$ cat src/oag_ea_adder.sv
`timescale 1ns/1ns
package oag_pkg;
  // operand addressing mode codes presented with each request
  localparam logic [2:0] MODE_DIR_SHORT = 3'h0;
  localparam logic [2:0] MODE_DIR_LONG  = 3'h1;
  localparam logic [2:0] MODE_IDX_NONE  = 3'h2;
  localparam logic [2:0] MODE_IDX_SHORT = 3'h3;
  localparam logic [2:0] MODE_IDX_LONG  = 3'h4;
  localparam logic [2:0] MODE_IND_SHORT = 3'h5;
  localparam logic [2:0] MODE_IND_LONG  = 3'h6;
  // field layout and fixed values
  localparam int          BYTE_W       = 8;
  localparam int          ADDR_W       = 16;
  localparam logic [7:0]  BYTE_ZERO    = 8'h00;
  localparam logic [15:0] ADDR_ZERO    = 16'h0000;
  localparam logic [15:0] ADDR_STEP    = 16'h0001;
  localparam logic [15:0] IDX_SHORT_MAX = 16'h01FE;
  localparam logic [1:0]  CNT_ZERO     = 2'h0;
  localparam logic [1:0]  CNT_ONE      = 2'h1;
  localparam logic [1:0]  CNT_TWO      = 2'h2;
  typedef enum logic [2:0] {
    ST_IDLE, ST_OP_HI, ST_OP_LO, ST_PTR_HI, ST_PTR_LO, ST_DONE
  } oag_state_t;
endpackage : oag_pkg

module oag_ea_adder
  import oag_pkg::*;
(
  // operands
  input  wire logic [ADDR_W-1:0] base,
  input  wire logic [BYTE_W-1:0] index,
  input  wire logic              useIndex,
  // result
  output wire logic [ADDR_W-1:0] sum
);
  wire logic [ADDR_W-1:0] idxExt;

  // unsigned: index is zero-extended, sum wraps in the 64 Kbyte space
  assign idxExt = useIndex ? {BYTE_ZERO, index} : ADDR_ZERO;
  assign sum    = base + idxExt;
endmodule : oag_ea_adder

$ cat src/oag_addr_gen.sv
`timescale 1ns/1ns
module oag_addr_gen
  import oag_pkg::*;
(
  // clock, reset, enable
  input  wire logic              mclk,
  input  wire logic              rst,
  input  wire logic              ce,
  // request from decode
  input  wire logic              start,
  input  wire logic [2:0]        mode,
  input  wire logic [BYTE_W-1:0] indexIn,
  // operand byte stream from fetch unit
  output logic                   fetchReq_r,
  input  wire logic              fetchValid,
  input  wire logic [BYTE_W-1:0] fetchData,
  // data memory read port
  output logic                   memRd_r,
  output logic [ADDR_W-1:0]      memAddr_r,
  input  wire logic              memValid,
  input  wire logic [BYTE_W-1:0] memData,
  // result
  output logic                   busy_r,
  output logic                   eaValid_r,
  output logic [ADDR_W-1:0]      ea_r
);
  oag_state_t             state_r;
  logic [2:0]             mode_r;
  logic [BYTE_W-1:0]      idx_r;
  logic [BYTE_W-1:0]      offHi_r;
  logic [BYTE_W-1:0]      offLo_r;
  logic [BYTE_W-1:0]      ptrHi_r;
  logic [BYTE_W-1:0]      ptrLo_r;
  logic [1:0]             fetchCnt_r;

  wire logic              accept;
  wire logic              byteIn;
  wire logic              memIn;
  wire logic              newLong;
  wire logic              newNone;
  wire logic              curInd;
  wire logic              curIndLong;
  wire logic              curIdx;
  wire logic [ADDR_W-1:0] ptrLoc;
  wire logic [ADDR_W-1:0] base;
  wire logic [ADDR_W-1:0] sum;

  assign accept     = ce && start && (state_r == ST_IDLE);
  assign byteIn     = ce && fetchReq_r && fetchValid;
  assign memIn      = ce && memRd_r && memValid;
  assign newLong    = (mode == MODE_DIR_LONG) || (mode == MODE_IDX_LONG);
  assign newNone    = (mode == MODE_IDX_NONE);
  assign curInd     = (mode_r == MODE_IND_SHORT) || (mode_r == MODE_IND_LONG);
  assign curIndLong = (mode_r == MODE_IND_LONG);
  assign curIdx     = (mode_r == MODE_IDX_NONE) || (mode_r == MODE_IDX_SHORT)
                   || (mode_r == MODE_IDX_LONG);
  // pointers start in page zero, addressed by the single byte after the opcode
  assign ptrLoc     = {BYTE_ZERO, offLo_r};
  // high bytes are cleared at accept, so short forms fall out of the same adder
  assign base       = curInd ? {ptrHi_r, ptrLo_r} : {offHi_r, offLo_r};

  oag_ea_adder u_adder (
    .base     (base),
    .index    (idx_r),
    .useIndex (curIdx),
    .sum      (sum)
  );

  always_ff @(posedge mclk) begin
    if (rst) begin
      state_r    <= ST_IDLE;
      mode_r     <= MODE_DIR_SHORT;
      idx_r      <= BYTE_ZERO;
      offHi_r    <= BYTE_ZERO;
      offLo_r    <= BYTE_ZERO;
      ptrHi_r    <= BYTE_ZERO;
      ptrLo_r    <= BYTE_ZERO;
      fetchCnt_r <= CNT_ZERO;
      fetchReq_r <= 1'b0;
      memRd_r    <= 1'b0;
      memAddr_r  <= ADDR_ZERO;
      busy_r     <= 1'b0;
      eaValid_r  <= 1'b0;
      ea_r       <= ADDR_ZERO;
    end else if (ce) begin
      eaValid_r <= 1'b0;
      unique case (state_r)
        ST_IDLE: begin
          if (start) begin
            mode_r     <= mode;
            idx_r      <= indexIn;
            offHi_r    <= BYTE_ZERO;
            offLo_r    <= BYTE_ZERO;
            ptrHi_r    <= BYTE_ZERO;
            ptrLo_r    <= BYTE_ZERO;
            fetchCnt_r <= CNT_ZERO;
            busy_r     <= 1'b1;
            fetchReq_r <= !newNone;
            if (newNone) begin
              state_r <= ST_DONE;
            end else if (newLong) begin
              state_r <= ST_OP_HI;
            end else begin
              state_r <= ST_OP_LO;
            end
          end
        end
        ST_OP_HI: begin
          if (fetchValid) begin
            offHi_r    <= fetchData;
            fetchCnt_r <= fetchCnt_r + CNT_ONE;
            state_r    <= ST_OP_LO;
          end
        end
        ST_OP_LO: begin
          if (fetchValid) begin
            offLo_r    <= fetchData;
            fetchCnt_r <= fetchCnt_r + CNT_ONE;
            fetchReq_r <= 1'b0;
            if (curIndLong) begin
              memRd_r   <= 1'b1;
              memAddr_r <= {BYTE_ZERO, fetchData};
              state_r   <= ST_PTR_HI;
            end else if (curInd) begin
              memRd_r   <= 1'b1;
              memAddr_r <= {BYTE_ZERO, fetchData};
              state_r   <= ST_PTR_LO;
            end else begin
              state_r <= ST_DONE;
            end
          end
        end
        ST_PTR_HI: begin
          if (memValid) begin
            ptrHi_r   <= memData;
            memAddr_r <= ptrLoc + ADDR_STEP;
            state_r   <= ST_PTR_LO;
          end
        end
        ST_PTR_LO: begin
          if (memValid) begin
            ptrLo_r <= memData;
            memRd_r <= 1'b0;
            state_r <= ST_DONE;
          end
        end
        ST_DONE: begin
          ea_r      <= sum;
          eaValid_r <= 1'b1;
          busy_r    <= 1'b0;
          state_r   <= ST_IDLE;
        end
        default: begin
          state_r <= ST_IDLE;
        end
      endcase
    end
  end

  // expected operand bytes per mode, checked at the result
  wire logic [1:0] expCnt;
  assign expCnt = (mode_r == MODE_IDX_NONE) ? CNT_ZERO
                : ((mode_r == MODE_DIR_LONG) || (mode_r == MODE_IDX_LONG)) ? CNT_TWO
                : CNT_ONE;
endmodule : oag_addr_gen

$ cat config.mk
export PLATFORM = sky130hd
export DESIGN_NAME = oag_addr_gen
export DESIGN_NICKNAME = d
export VERILOG_FILES = /design/src/oag_ea_adder.sv /design/src/oag_addr_gen.sv
export SDC_FILE = /design/constraint.sdc
export NUM_CORES = 1
export LEC_CHECK = 0
export ABC_AREA = 1
export BUFFER_PORTS_ARGS = -buffer_cell sky130_fd_sc_hd__buf_2
export CAP_MARGIN = 20
export CELL_PAD_IN_SITES_DETAIL_PLACEMENT = 1
export CELL_PAD_IN_SITES_GLOBAL_PLACEMENT = 1
export CORE_ASPECT_RATIO = 0.75
export CORE_MARGIN = 2
export CORE_UTILIZATION = 36
export CTS_BUF_LIST = sky130_fd_sc_hd__clkbuf_16
export CTS_CLUSTER_DIAMETER = 120
export DETAILED_ROUTE_END_ITERATION = 10
export GPL_TIMING_DRIVEN = 0
export PLACE_DENSITY = 0.75
export SKIP_LAST_GASP = 1
export SYNTH_ARGS = -nofsm -noshare
export SYNTH_HDL_FRONTEND = slang
export SYNTH_SLANG_ARGS = --single-unit
$ cat constraint.sdc
create_clock -name mclk -period 2.55 [get_ports mclk]
set_clock_uncertainty 0.1 [all_clocks]
set_input_delay 0.3825 -clock mclk [delete_from_list [all_inputs] [get_ports mclk]]
set_output_delay 0.3825 -clock mclk [all_outputs]
set_load 0.02 [all_outputs]
==> impl_metrics.csv, run 1 <==
group,metric,value,unit
floorplan,core,10500,um2
place,placedCellCount,758,
finish,fillCellCount,1346,
floorplan,initial_utilization,37.6,%
sta,final.period_utilization,97.4,%
global_routing,first_global_vias,4044,
pwr,power.combinational.fraction,42.9,%
place,count_of_buffers_inserted_at_the_top_level_ports,60,
worst_setup_path,worst_reg2reg_setup_slack,70,ps
detailed_routing,first_pass_iters,5,
worst_hold_path,worst_hold_path_type,"in -> reg",
place,gp_congestion,0.840,
pwr,static_leak,2.16,nW
floorplan,std_cell_rows,32,
detailed_routing,num_vias,4111,
finish,final_net_count,695,
clock_network,clkSlewWorstSetupHoldPaths,50,ps
synthesis,ys_seq_area_share,38.2,%
pwr,p_total,4.65,mW
finish,multiInputGateArea,2210,um2
detailed_routing,antenna_violating_nets_post_route,0,
sta,slew-limit-headroom,51.5,%
floorplan,fp.dieW,125,um
clock_network,clockRootBuffer,"sky130_fd_sc_hd__clkbuf_16",
synthesis,synth_simple_gate_area_share,28.1,%
worst_setup_path,crit_path_end_kind,"flip-flop",
global_routing,gr-usage-all-layers,23.0,%
global_routing,grt-ovfl-total,0,
worst_setup_path,critPathRequiredTime,2680,ps
synthesis,yosys.area.top_type,"sky130_fd_sc_hd__dfxtp_1",
detailed_routing,detail_route.vias_per_cell,5.19,
synthesis,synth.area.mux_share,0,%
clock_network,clock_tree_from_tritoncts,"built",
sta,fmax,403,MHz
place,hpwlAfterDp,9820,um
synthesis,synth_compound_gate_area_share,19.4,%
detailed_routing,detailedRoute.firstIterationViolations,261,
pwr,switchingPower,1.94,mW
global_routing,grt_first_pass_wirelength,21300,um
detailed_routing,wl_per_cell,17.0,um
clock_network,h-tree-depth,3,
synthesis,synth-async-reset-ratio,0,%
pwr,power.share.clock,23.8,%
synthesis,syn-mean-instance-area,7.06,um2
finish,seq_area,1510,um2
run,cap_violations,0,
worst_setup_path,arrival,2620,ps
synthesis,synth_enable_flop_cells,0,
sta,rsz_0062_raised_after_global_routing,"true",
clock_network,cts_num_sinks,75,
clock_network,clock_path_buffers,2,
synthesis,synth.cell_area,3930,um2
pwr,seqPwrFrac,33.3,%
synthesis,synth-seq-cells,75,
synthesis,synth_common_cells,"sky130_fd_sc_hd__nand2_1, sky130_fd_sc_hd__dfxtp_1, sky130_fd_sc_hd__a21oi_1",
sta,setup_viol_count_final,0,
global_routing,maximum_number_of_pins_on_one_net_before_global_route_repair,12,
finish,drive_above_1_share,24.3,%
worst_setup_path,worst-setup-path-type,"reg -> reg",
synthesis,ys.flop_type,"sky130_fd_sc_hd__dfxtp_1",
synthesis,mapped_cells,556,
finish,final-instance-count-excl-fill,792,
synthesis,post_synth_xor_area_fraction,1.34,%
pwr,irDropWorstVdd,0.000596,V
synthesis,synth.yosys.warnings,0,
sta,finalHoldWorstSlack,219,ps
floorplan,top_level_ports,69,
finish,final_util,47.6,%
outcome,outcome,"finished clean",
finish,synthToLayoutAreaGrowth,26.8,%
floorplan,die_h,94.4,um
synthesis,synth_top_family_by_area,"simple AND/OR/NAND/NOR gates",
worst_setup_path,critPathMaxFanout,7,
pwr,power.internal,2.71,mW
sta,final_slew_viol_count,0,
floorplan,fp.dieArea,11800,um2
synthesis,post-synth-top-area-fraction,38.2,%
sta,final_hold_viol_count,0,
synthesis,yosys.cell_types.count,39,
worst_setup_path,critical_path_launch_point_type,"flip-flop",
sta,layout_min_cycle_time,2480,ps
synthesis,synth-adder-area-share,3.38,%
clock_network,tritoncts_buffer_count,9,
detailed_routing,drc_errors,0,
pwr,power.density_cell_area,935,nW/um2
global_routing,initial_antenna_violation_count,1,
synthesis,ys_top_cells_by_area,"sky130_fd_sc_hd__dfxtp_1, sky130_fd_sc_hd__nand2_1, sky130_fd_sc_hd__a21oi_1",
pwr,switching_share,41.8,%
detailed_routing,wirelength,13400,um
clock_network,worst_skew_pair_later_pin_latency,340,ps
synthesis,synthMostInstantiatedCell,"sky130_fd_sc_hd__nand2_1",
sta,timing_worst_slew_pin_value,727,ps
[layout make-up]
cell class / count / share of cell area (%)
buffer: 24 / 3.04
sequential: 75 / 30.4
antenna: 1 / 0.0503
inverter: 59 / 4.55
multi-input combinational: 403 / 44.4
clock inverter: 5 / 0.377
timing repair buffer: 80 / 9.20
tap: 136 / 3.42
clock buffer: 9 / 4.52
[worst max-delay path: stages (launching register included)]
cell	delay [ps]
sky130_fd_sc_hd__dfxtp_4	370
sky130_fd_sc_hd__inv_2	60
sky130_fd_sc_hd__nand3_4	100
sky130_fd_sc_hd__nand2_8	80
sky130_fd_sc_hd__buf_4	150
sky130_fd_sc_hd__nand2_1	60
sky130_fd_sc_hd__o21ai_1	80
sky130_fd_sc_hd__ha_1	370
sky130_fd_sc_hd__inv_1	110
sky130_fd_sc_hd__o21bai_1	230
sky130_fd_sc_hd__nand2_1	110
sky130_fd_sc_hd__nand2_2	100
sky130_fd_sc_hd__nor2_4	50
sky130_fd_sc_hd__nor2_4	140
sky130_fd_sc_hd__nand2_2	50
sky130_fd_sc_hd__nand2_1	50
sky130_fd_sc_hd__nand3_1	70
sky130_fd_sc_hd__nand2_1	70
sky130_fd_sc_hd__inv_1	30
[kinds of logic (layout without fill, tap and decap cells)]
family	Yosys count	in the layout
simple gates	246	246
xor+xnor	6	6
flops	75	75
fa+ha+maj	10	10
other cells	1	8
compound gates	134	134
buf+inv	84	177
[cells in the final DEF, fill, tap and decap left out, types with 4 or more instances in the layout]
| cell type | Yosys | layout |
|---|---|---|
| sky130_fd_sc_hd__nand2_1 | 131 | 124 |
| sky130_fd_sc_hd__dfxtp_1 | 75 | 72 |
| sky130_fd_sc_hd__buf_2 | 4 | 64 |
| sky130_fd_sc_hd__a21oi_1 | 63 | 63 |
| sky130_fd_sc_hd__inv_1 | 50 | 52 |
| sky130_fd_sc_hd__nand3_1 | 46 | 45 |
| sky130_fd_sc_hd__nor2_1 | 42 | 38 |
| sky130_fd_sc_hd__o21ai_0 | 42 | 33 |
| sky130_fd_sc_hd__buf_4 | 8 | 26 |
| sky130_fd_sc_hd__inv_2 | 7 | 9 |
| sky130_fd_sc_hd__nand2_2 | 3 | 9 |
| sky130_fd_sc_hd__clkbuf_1 | 10 | 9 |
| sky130_fd_sc_hd__clkbuf_16 | 0 | 9 |
| sky130_fd_sc_hd__o21ai_1 | 4 | 8 |
| sky130_fd_sc_hd__nor2_4 | 5 | 8 |
| sky130_fd_sc_hd__conb_1 | 1 | 7 |
| sky130_fd_sc_hd__a211oi_1 | 6 | 6 |
| sky130_fd_sc_hd__ha_1 | 9 | 6 |
| sky130_fd_sc_hd__nor3_1 | 5 | 5 |
| sky130_fd_sc_hd__buf_6 | 3 | 4 |
| sky130_fd_sc_hd__a211oi_2 | 4 | 4 |
| sky130_fd_sc_hd__a31oi_1 | 4 | 4 |
[layer usage]
metal | track usage [%] | vias up | share of wire (%)
li1 | - | 2029 | -
met1 | 30.9 | 1968 | 48
met2 | 37.7 | 98 | 45
met3 | 5.38 | 16 | 5.3
met4 | 5.52 | 0 | 1.7
met5 | 0 | - | 0
[sequential cells by signal, summed over array words and instances, names as in the netlist]
register and count:
memRd_r 1, ptrHi_r 8, mode_r 3, eaValid_r 1, ea_r 16, ptrLo_r 8, state_r 3, idx_r 8
busy_r 1, offLo_r 8, offHi_r 8, fetchReq_r 1, memAddr_r 9
[power groups by stage]
stage	Combinational [mW]	Sequential, mW	Clock [mW]
after floorplan	1.21	1.60	0
after detailed placement	1.76	1.56	0
after CTS	1.84	1.54	1.12
after global placement	1.70	1.55	0
final	2.00	1.55	1.11
after global routing	2.21	1.58	1.17
[final timing paths]
check | start | end | cells after the start
worst max-delay path | mode_r[0] | ea_r[14] | 18
worst min register to register | idx_r[1] | idx_r[1] | 2
worst min-delay path | memData[1] | ptrHi_r[1] | 3
worst max register to register | mode_r[0] | ea_r[14] | 18
[repair_timing]
item                       CTS  global route
resized for setup           13            34
pin swaps                    6            17
hold buffers                 0             0
setup buffers                7            13
setup endpoints to repair   12            12
[per-stage QoR]
step / area [um2] / TNS (ps) / setup WS, ps
after CTS: 4760 / 0 / 7.96
after global routing: 4970 / -449 / -130
after floorplan: 3980 / 0 / 6.90
final: 4980 / 0 / 67.2
after detailed placement: 4450 / -2570 / -380
after global placement: 4450 / -1650 / -291
Power figures use the tool's default switching activity.
==> inputs of run 2 (changes only) <==
- CORE_UTILIZATION: 36 -> 30
- PLACE_DENSITY: 0.75 -> 0.64
==> run 2 against run 1 <==
  * Sequential cell count is the same
  * Via count hardly changed
  * Die area is 19% higher
  * Sequential share of layout area shrank 0.50 points
  * Power rose by 3.1%
  * Wire length down 1.1%
  * Final area rose by 1.7%
  * Global-route usage is 3.2 points lower
  * Largest power group unchanged
  * Combinational power about the same
  * Clock power increased by 9.9%
  * Utilization decreased by 8.4 points
==> impl_metrics.csv, run 2 (same netlist as run 1, synthesis figures left out) <==
group,metric,value,unit
worst_setup_path,critPathMaxFanout,7,
detailed_routing,detail_route.wirelength.met1,6760,um
sta,layout_min_cycle_time,2440,ps
pwr,switching_share,41.0,%
detailed_routing,detail_route.vias_per_cell,4.95,
place,dpl-instance-area,4490,um2
worst_setup_path,crit_family,"simple AND/OR/NAND/NOR gates",
worst_setup_path,arrival,2580,ps
worst_setup_path,cpPeakStageDelay,370,ps
run,cap_violations,0,
floorplan,initial_utilization,30.5,%
detailed_routing,wirelength,13300,um
global_routing,grt_first_pass_wirelength,21100,um
finish,drive_above_1_share,24.7,%
sta,rsz_0062_raised_after_global_routing,"true",
sta,timing_worst_slew_pin_value,611,ps
clock_network,clockRootBuffer,"sky130_fd_sc_hd__clkbuf_16",
sta,final_slew_viol_count,0,
detailed_routing,top_signal_layer_used,"met4",
worst_hold_path,min_from,"memData[7]",
worst_setup_path,worst_reg2reg_setup_slack,110,ps
worst_setup_path,cell_type_of_the_slowest_stage_on_the_worst_timing_path,"sky130_fd_sc_hd__fa_2",
place,hpwlAfterDp,10200,um
clock_network,clkSlewWorstSetupHoldPaths,60,ps
clock_network,cts_num_sinks,75,
pwr,power.combinational.fraction,42.2,%
pwr,power.share.clock,25.5,%
finish,final_util,39.3,%
worst_setup_path,r2r-end,"ea_r[14]",
floorplan,core,12900,um2
finish,top_regs,"ea_r (16), memAddr_r (9)",
outcome,outcome,"finished clean",
worst_setup_path,worst-setup-path-type,"reg -> reg",
place,gp_congestion,0.818,
global_routing,initial_antenna_violation_count,0,
floorplan,die_h,103,um
pwr,static_leak,2.19,nW
worst_setup_path,worst_r2r_startpoint,"mode_r[1]",
worst_setup_path,critical_path.most_common_cell,"sky130_fd_sc_hd__nand2_2",
global_routing,grt-ovfl-total,0,
worst_setup_path,critPathRequiredTime,2680,ps
worst_setup_path,crit_path_end_kind,"flip-flop",
detailed_routing,first_pass_iters,4,
detailed_routing,met2_wirelength,5970,um
finish,regMostFlops,"ea_r",
pwr,switchingPower,1.96,mW
pwr,irDropWorstVdd,0.000408,V
floorplan,fp.dieArea,14000,um2
sta,final.period_utilization,95.8,%
finish,final_cell_mix,"sky130_fd_sc_hd__nand2_1, sky130_fd_sc_hd__dfxtp_1, sky130_fd_sc_hd__buf_2",
detailed_routing,detailedRoute.firstIterationViolations,217,
floorplan,top_level_ports,69,
place,count_of_buffers_inserted_at_the_top_level_ports,60,
finish,postLayoutCellArea,5060,um2
finish,antenna_cells,0,
pwr,power.density_cell_area,948,nW/um2
worst_setup_path,rr_worst_depth,17,
sta,fmax,409,MHz
pwr,seqPwrFrac,32.3,%
worst_setup_path,critical_path_launch_point_type,"flip-flop",
detailed_routing,detailroute.wirelength.met3,530,um
clock_network,cts_hold_repair.buffers,0,
worst_setup_path,count_of_buffer_and_inverter_cells_on_the_critical_path,3,
finish,largest_register_ff_count,16,
finish,final_net_count,698,
clock_network,clock_path_buffers,2,
global_routing,first_global_vias,4002,
clock_network,clock_tree_from_tritoncts,"built",
worst_hold_path,worstHoldPathCells,3,
global_routing,maximum_number_of_pins_on_one_net_before_global_route_repair,13,
detailed_routing,antenna_violating_nets_post_route,0,
detailed_routing,drc_errors,0,
worst_hold_path,hold_end,"ptrHi_r[7]",
clock_network,worst_skew_pair_later_pin_latency,330,ps
worst_setup_path,path_cells,"inv_6 > nand3_4 > nand2_8 > buf_8 > o21ai_4 > ha_4 > fa_2 > nand2_2 > nand2_2 > o21ai_2 > nor2_1 > nor2_2 > nor2_4 > nand3b_1 > nand3_1 > nand2_1 > inv_1",
sta,slew-limit-headroom,59.2,%
clock_network,h-tree-depth,3,
floorplan,std_cell_rows,36,
global_routing,gr-usage-all-layers,19.8,%
finish,layout_commonest_cell,"sky130_fd_sc_hd__nand2_1",
floorplan,fp.dieW,136,um
detailed_routing,wl_per_cell,16.0,um
detailed_routing,num_vias,4108,
worst_hold_path,worst_hold_path_type,"in -> reg",
clock_network,tritoncts_buffer_count,9,
sta,final_hold_viol_count,0,
finish,synthToLayoutAreaGrowth,28.9,%
sta,setup_viol_count_final,0,
pwr,power.internal,2.83,mW
## run 2: worst register-to-register path: cells and delay by family (launching register included)
kind	cells	cell delay, ps
compound gates	2	140
flops	1	360
buf+inv	3	240
simple gates	10	970
fa+ha+maj	2	540
## run 2: per-stage QoR
step / std cells / hold WS, ps / setup slack (ps) / setup TNS, ps / total power [mW]
after CTS: 819 / 214 / 1.63 / 0 / 4.67
after detailed placement: 793 / 354 / -438 / -3000 / 3.34
after global routing: 830 / 228 / -19.2 / -29.8 / 5.13
after floorplan: 562 / 330 / 6.90 / 0 / 2.81
after global placement: 793 / 345 / -343 / -2050 / 3.28
final: 830 / 219 / 108 / 0 / 4.80
## run 2: worst max-delay path by stage
stage	end	slack (ps)	cells after the start	startpoint
2_1_floorplan	ea_r[14]	7	18	mode_r[1]
3_3_place_gp	ea_r[14]	-340	18	mode_r[1]
3_5_place_dp	ea_r[14]	-440	18	mode_r[0]
4_1_cts	ea_r[14]	2	17	mode_r[2]
5_1_grt	ea_r[15]	-20	18	mode_r[0]
6_report	ea_r[14]	110	17	mode_r[1]
## run 2: area by class of cell
| cell class | instances | area [um2] |
|---|---|---|
| Fill cell | 1649 | 7820 |
| Multi-Input combinational cell | 403 | 2200 |
| Timing Repair Buffer | 83 | 477 |
| Tap cell | 171 | 214 |
| Inverter | 59 | 229 |
| Buffer | 24 | 151 |
| Sequential cell | 75 | 1510 |
| Clock inverter | 6 | 50.0 |
| Clock buffer | 9 | 225 |
## run 2: power groups by stage
stage,Combinational (mW),Clock [mW],Sequential [mW]
2_1_floorplan,1.21,0,1.60
3_3_place_gp,1.73,0,1.55
3_5_place_dp,1.78,0,1.56
4_1_cts,1.88,1.25,1.54
5_1_grt,2.26,1.29,1.58
6_report,2.02,1.22,1.55
## run 2: layer usage
metal  vias up  track usage (%)
met5         -                0
met4         0             4.33
met3         2             3.39
met2        67             31.8
met1      2011             27.8
li1       2028                -
## run 2: what timing repair did
item | 4_1_cts | 5_1_grt
resized for setup | 15 | 32
pin swaps | 10 | 19
buffers inserted | 11 | 11
endpoints found under the setup margin | 12 | 10
cloned | 1 | 0
==> inputs of run 3 (changes only) <==
- MAX_ROUTING_LAYER: unset -> met4
==> run 3 against run 2 <==
  * Largest cell class unchanged
  * Cell count stayed put
  * Wire length is 0.32% higher
  * Non-clock buffer count stayed put
  * Maximum frequency is 0.64% lower
==> impl_metrics.csv, run 3 (same netlist as run 1, synthesis figures left out) <==
group,metric,value,unit
worst_setup_path,worst-setup-path-type,"reg -> reg",
pwr,power.share.clock,25.6,%
clock_network,h-tree-depth,3,
pwr,static_leak,2.19,nW
detailed_routing,first_pass_iters,4,
clock_network,worst_skew_pair_later_pin_latency,330,ps
clock_network,clkSlewWorstSetupHoldPaths,60,ps
global_routing,grt_first_pass_wirelength,21100,um
outcome,outcome,"finished clean",
sta,timing_worst_slew_pin_value,613,ps
detailed_routing,wl_per_cell,16.1,um
finish,final-instance-count-excl-fill,830,
pwr,irDropWorstVdd,0.000408,V
clock_network,cts_hold_repair.buffers,0,
floorplan,top_level_ports,69,
global_routing,grt-ovfl-total,0,
worst_setup_path,critical_path_launch_point_type,"flip-flop",
sta,final_hold_viol_count,0,
pwr,seqPwrFrac,32.3,%
floorplan,std_cell_rows,36,
place,dpl-instance-area,4490,um2
clock_network,cts_num_sinks,75,
clock_network,clockRootBuffer,"sky130_fd_sc_hd__clkbuf_16",
global_routing,initial_antenna_violation_count,0,
sta,setup_viol_count_final,0,
run,cap_violations,0,
pwr,switchingPower,1.97,mW
place,gp_congestion,0.830,
worst_setup_path,crit_path_end_kind,"flip-flop",
worst_setup_path,path_cells,"inv_6 > nand3_4 > nand2_8 > buf_8 > o21ai_4 > ha_4 > fa_2 > nand2_2 > nand2_2 > o21ai_2 > nor2_1 > nor2_2 > nor2_4 > nand3b_1 > nand3_1 > nand2_1 > inv_1",
finish,largest_register_ff_count,16,
finish,regMostFlops,"ea_r",
detailed_routing,drc_errors,0,
place,count_of_buffers_inserted_at_the_top_level_ports,60,
finish,layout_commonest_cell,"sky130_fd_sc_hd__nand2_1",
finish,synthToLayoutAreaGrowth,28.9,%
sta,layout_min_cycle_time,2460,ps
pwr,power.internal,2.83,mW
finish,final_cell_mix,"sky130_fd_sc_hd__nand2_1, sky130_fd_sc_hd__dfxtp_1, sky130_fd_sc_hd__buf_2",
floorplan,die_h,103,um
clock_network,clock_path_buffers,2,
pwr,power.combinational.fraction,42.1,%
floorplan,fp.dieArea,14000,um2
finish,top_regs,"ea_r (16), memAddr_r (9)",
global_routing,gr-usage-all-layers,20.3,%
floorplan,core,12900,um2
worst_setup_path,arrival,2590,ps
sta,slew-limit-headroom,59.1,%
clock_network,tritoncts_buffer_count,9,
sta,finalHoldWorstSlack,219,ps
floorplan,fp.dieW,136,um
sta,final_slew_viol_count,0,
worst_setup_path,critPathMaxFanout,7,
place,hpwlAfterDp,10200,um
worst_setup_path,critPathRequiredTime,2680,ps
finish,postLayoutCellArea,5060,um2
worst_setup_path,cpPeakStageDelay,370,ps
worst_setup_path,cell_type_of_the_slowest_stage_on_the_worst_timing_path,"sky130_fd_sc_hd__fa_2",
detailed_routing,detailedRoute.firstIterationViolations,208,
sta,final.period_utilization,96.4,%
worst_setup_path,critical_path.most_common_cell,"sky130_fd_sc_hd__nand2_2",
finish,antenna_cells,0,
detailed_routing,antenna_violating_nets_post_route,0,
global_routing,maximum_number_of_pins_on_one_net_before_global_route_repair,13,
global_routing,first_global_vias,3998,
finish,fillCellCount,1649,
place,placedCellCount,793,
detailed_routing,detail_route.vias_per_cell,4.97,
pwr,switching_share,41.0,%
sta,fmax,407,MHz
finish,final_net_count,698,
sta,rsz_0062_raised_after_global_routing,"true",
finish,drive_above_1_share,24.7,%
detailed_routing,num_vias,4127,
clock_network,clock_tree_from_tritoncts,"built",
floorplan,initial_utilization,30.5,%
pwr,power.density_cell_area,948,nW/um2
worst_hold_path,worst_hold_path_type,"in -> reg",
detailed_routing,wirelength,13300,um
==> run 3: cell counts in the layout (fill, tap and decap cells not counted) <==
Identical to the previous run, type by type.
==> run 3: metal layers <==
metal | GRT usage (%) | vias to the layer above | wire (um) | part of all wire [%]
met5 | - | - | 0 | 0
met4 | 4.33 | 0 | 61 | 0.46
met3 | 3.20 | 4 | 559 | 4.2
met2 | 31.9 | 65 | 5930 | 44
met1 | 27.8 | 2028 | 6800 | 51
li1 | - | 2030 | - | -
==> run 3: through the flow <==
step	util [%]	setup slack (ps)	power (mW)	TNS, ps
floorplan	-	6.90	2.81	0
global placement	34.9	-343	3.28	-2050
detailed placement	34.9	-438	3.34	-3000
CTS	37.9	1.63	4.67	0
global route	39.3	-19.3	5.13	-30.3
finish	39.3	92.1	4.80	0
==> run 3: what timing repair did <==
| item | 4_1_cts | 5_1_grt |
|---|---|---|
| endpoints found under the hold margin | 0 | 0 |
| gates resized for setup | 15 | 32 |
| endpoints found under the setup margin | 12 | 10 |
| pin swaps | 10 | 19 |
| setup buffers | 11 | 11 |
| gates cloned | 1 | 0 |
==> run 3: critical path: cells and delay by family (launching register included) <==
family | cells | cell delay, ps
buf+inv | 3 | 240
simple gates | 10 | 970
compound gates | 2 | 140
fa+ha+maj | 2 | 540
flops | 1 | 360
==> run 3: final cells by class <==
| cell class | instances | area (um2) | area share, % |
|---|---|---|---|
| plain buffers | 24 | 151 | 2.99 |
| clock buffers | 9 | 225 | 4.45 |
| clock inverters | 6 | 50.0 | 0.989 |
| inverters | 59 | 229 | 4.53 |
| multi-input cells | 403 | 2200 | 43.5 |
| flip-flops and latches | 75 | 1510 | 29.9 |
| well taps | 171 | 214 | 4.23 |
| repair buffers | 83 | 477 | 9.42 |
==> run 3: worst paths after layout <==
check | start | slack (ps) | end | depth (start not counted)
hold reg to reg | idx_r[2] | 360 | idx_r[2] | 2
hold / removal | memData[7] | 220 | ptrHi_r[7] | 3
setup / recovery | mode_r[1] | 90 | ea_r[14] | 17
setup reg to reg | mode_r[1] | 90 | ea_r[14] | 17
==> run 3: power by group through the flow <==
stage               logic, mW  registers [mW]  clock network [mW]
global route             2.26            1.58                1.29
CTS                      1.88            1.54                1.25
detailed placement       1.78            1.56                   0
finish                   2.02            1.55                1.23
global placement         1.73            1.55                   0
floorplan                1.21            1.60                   0
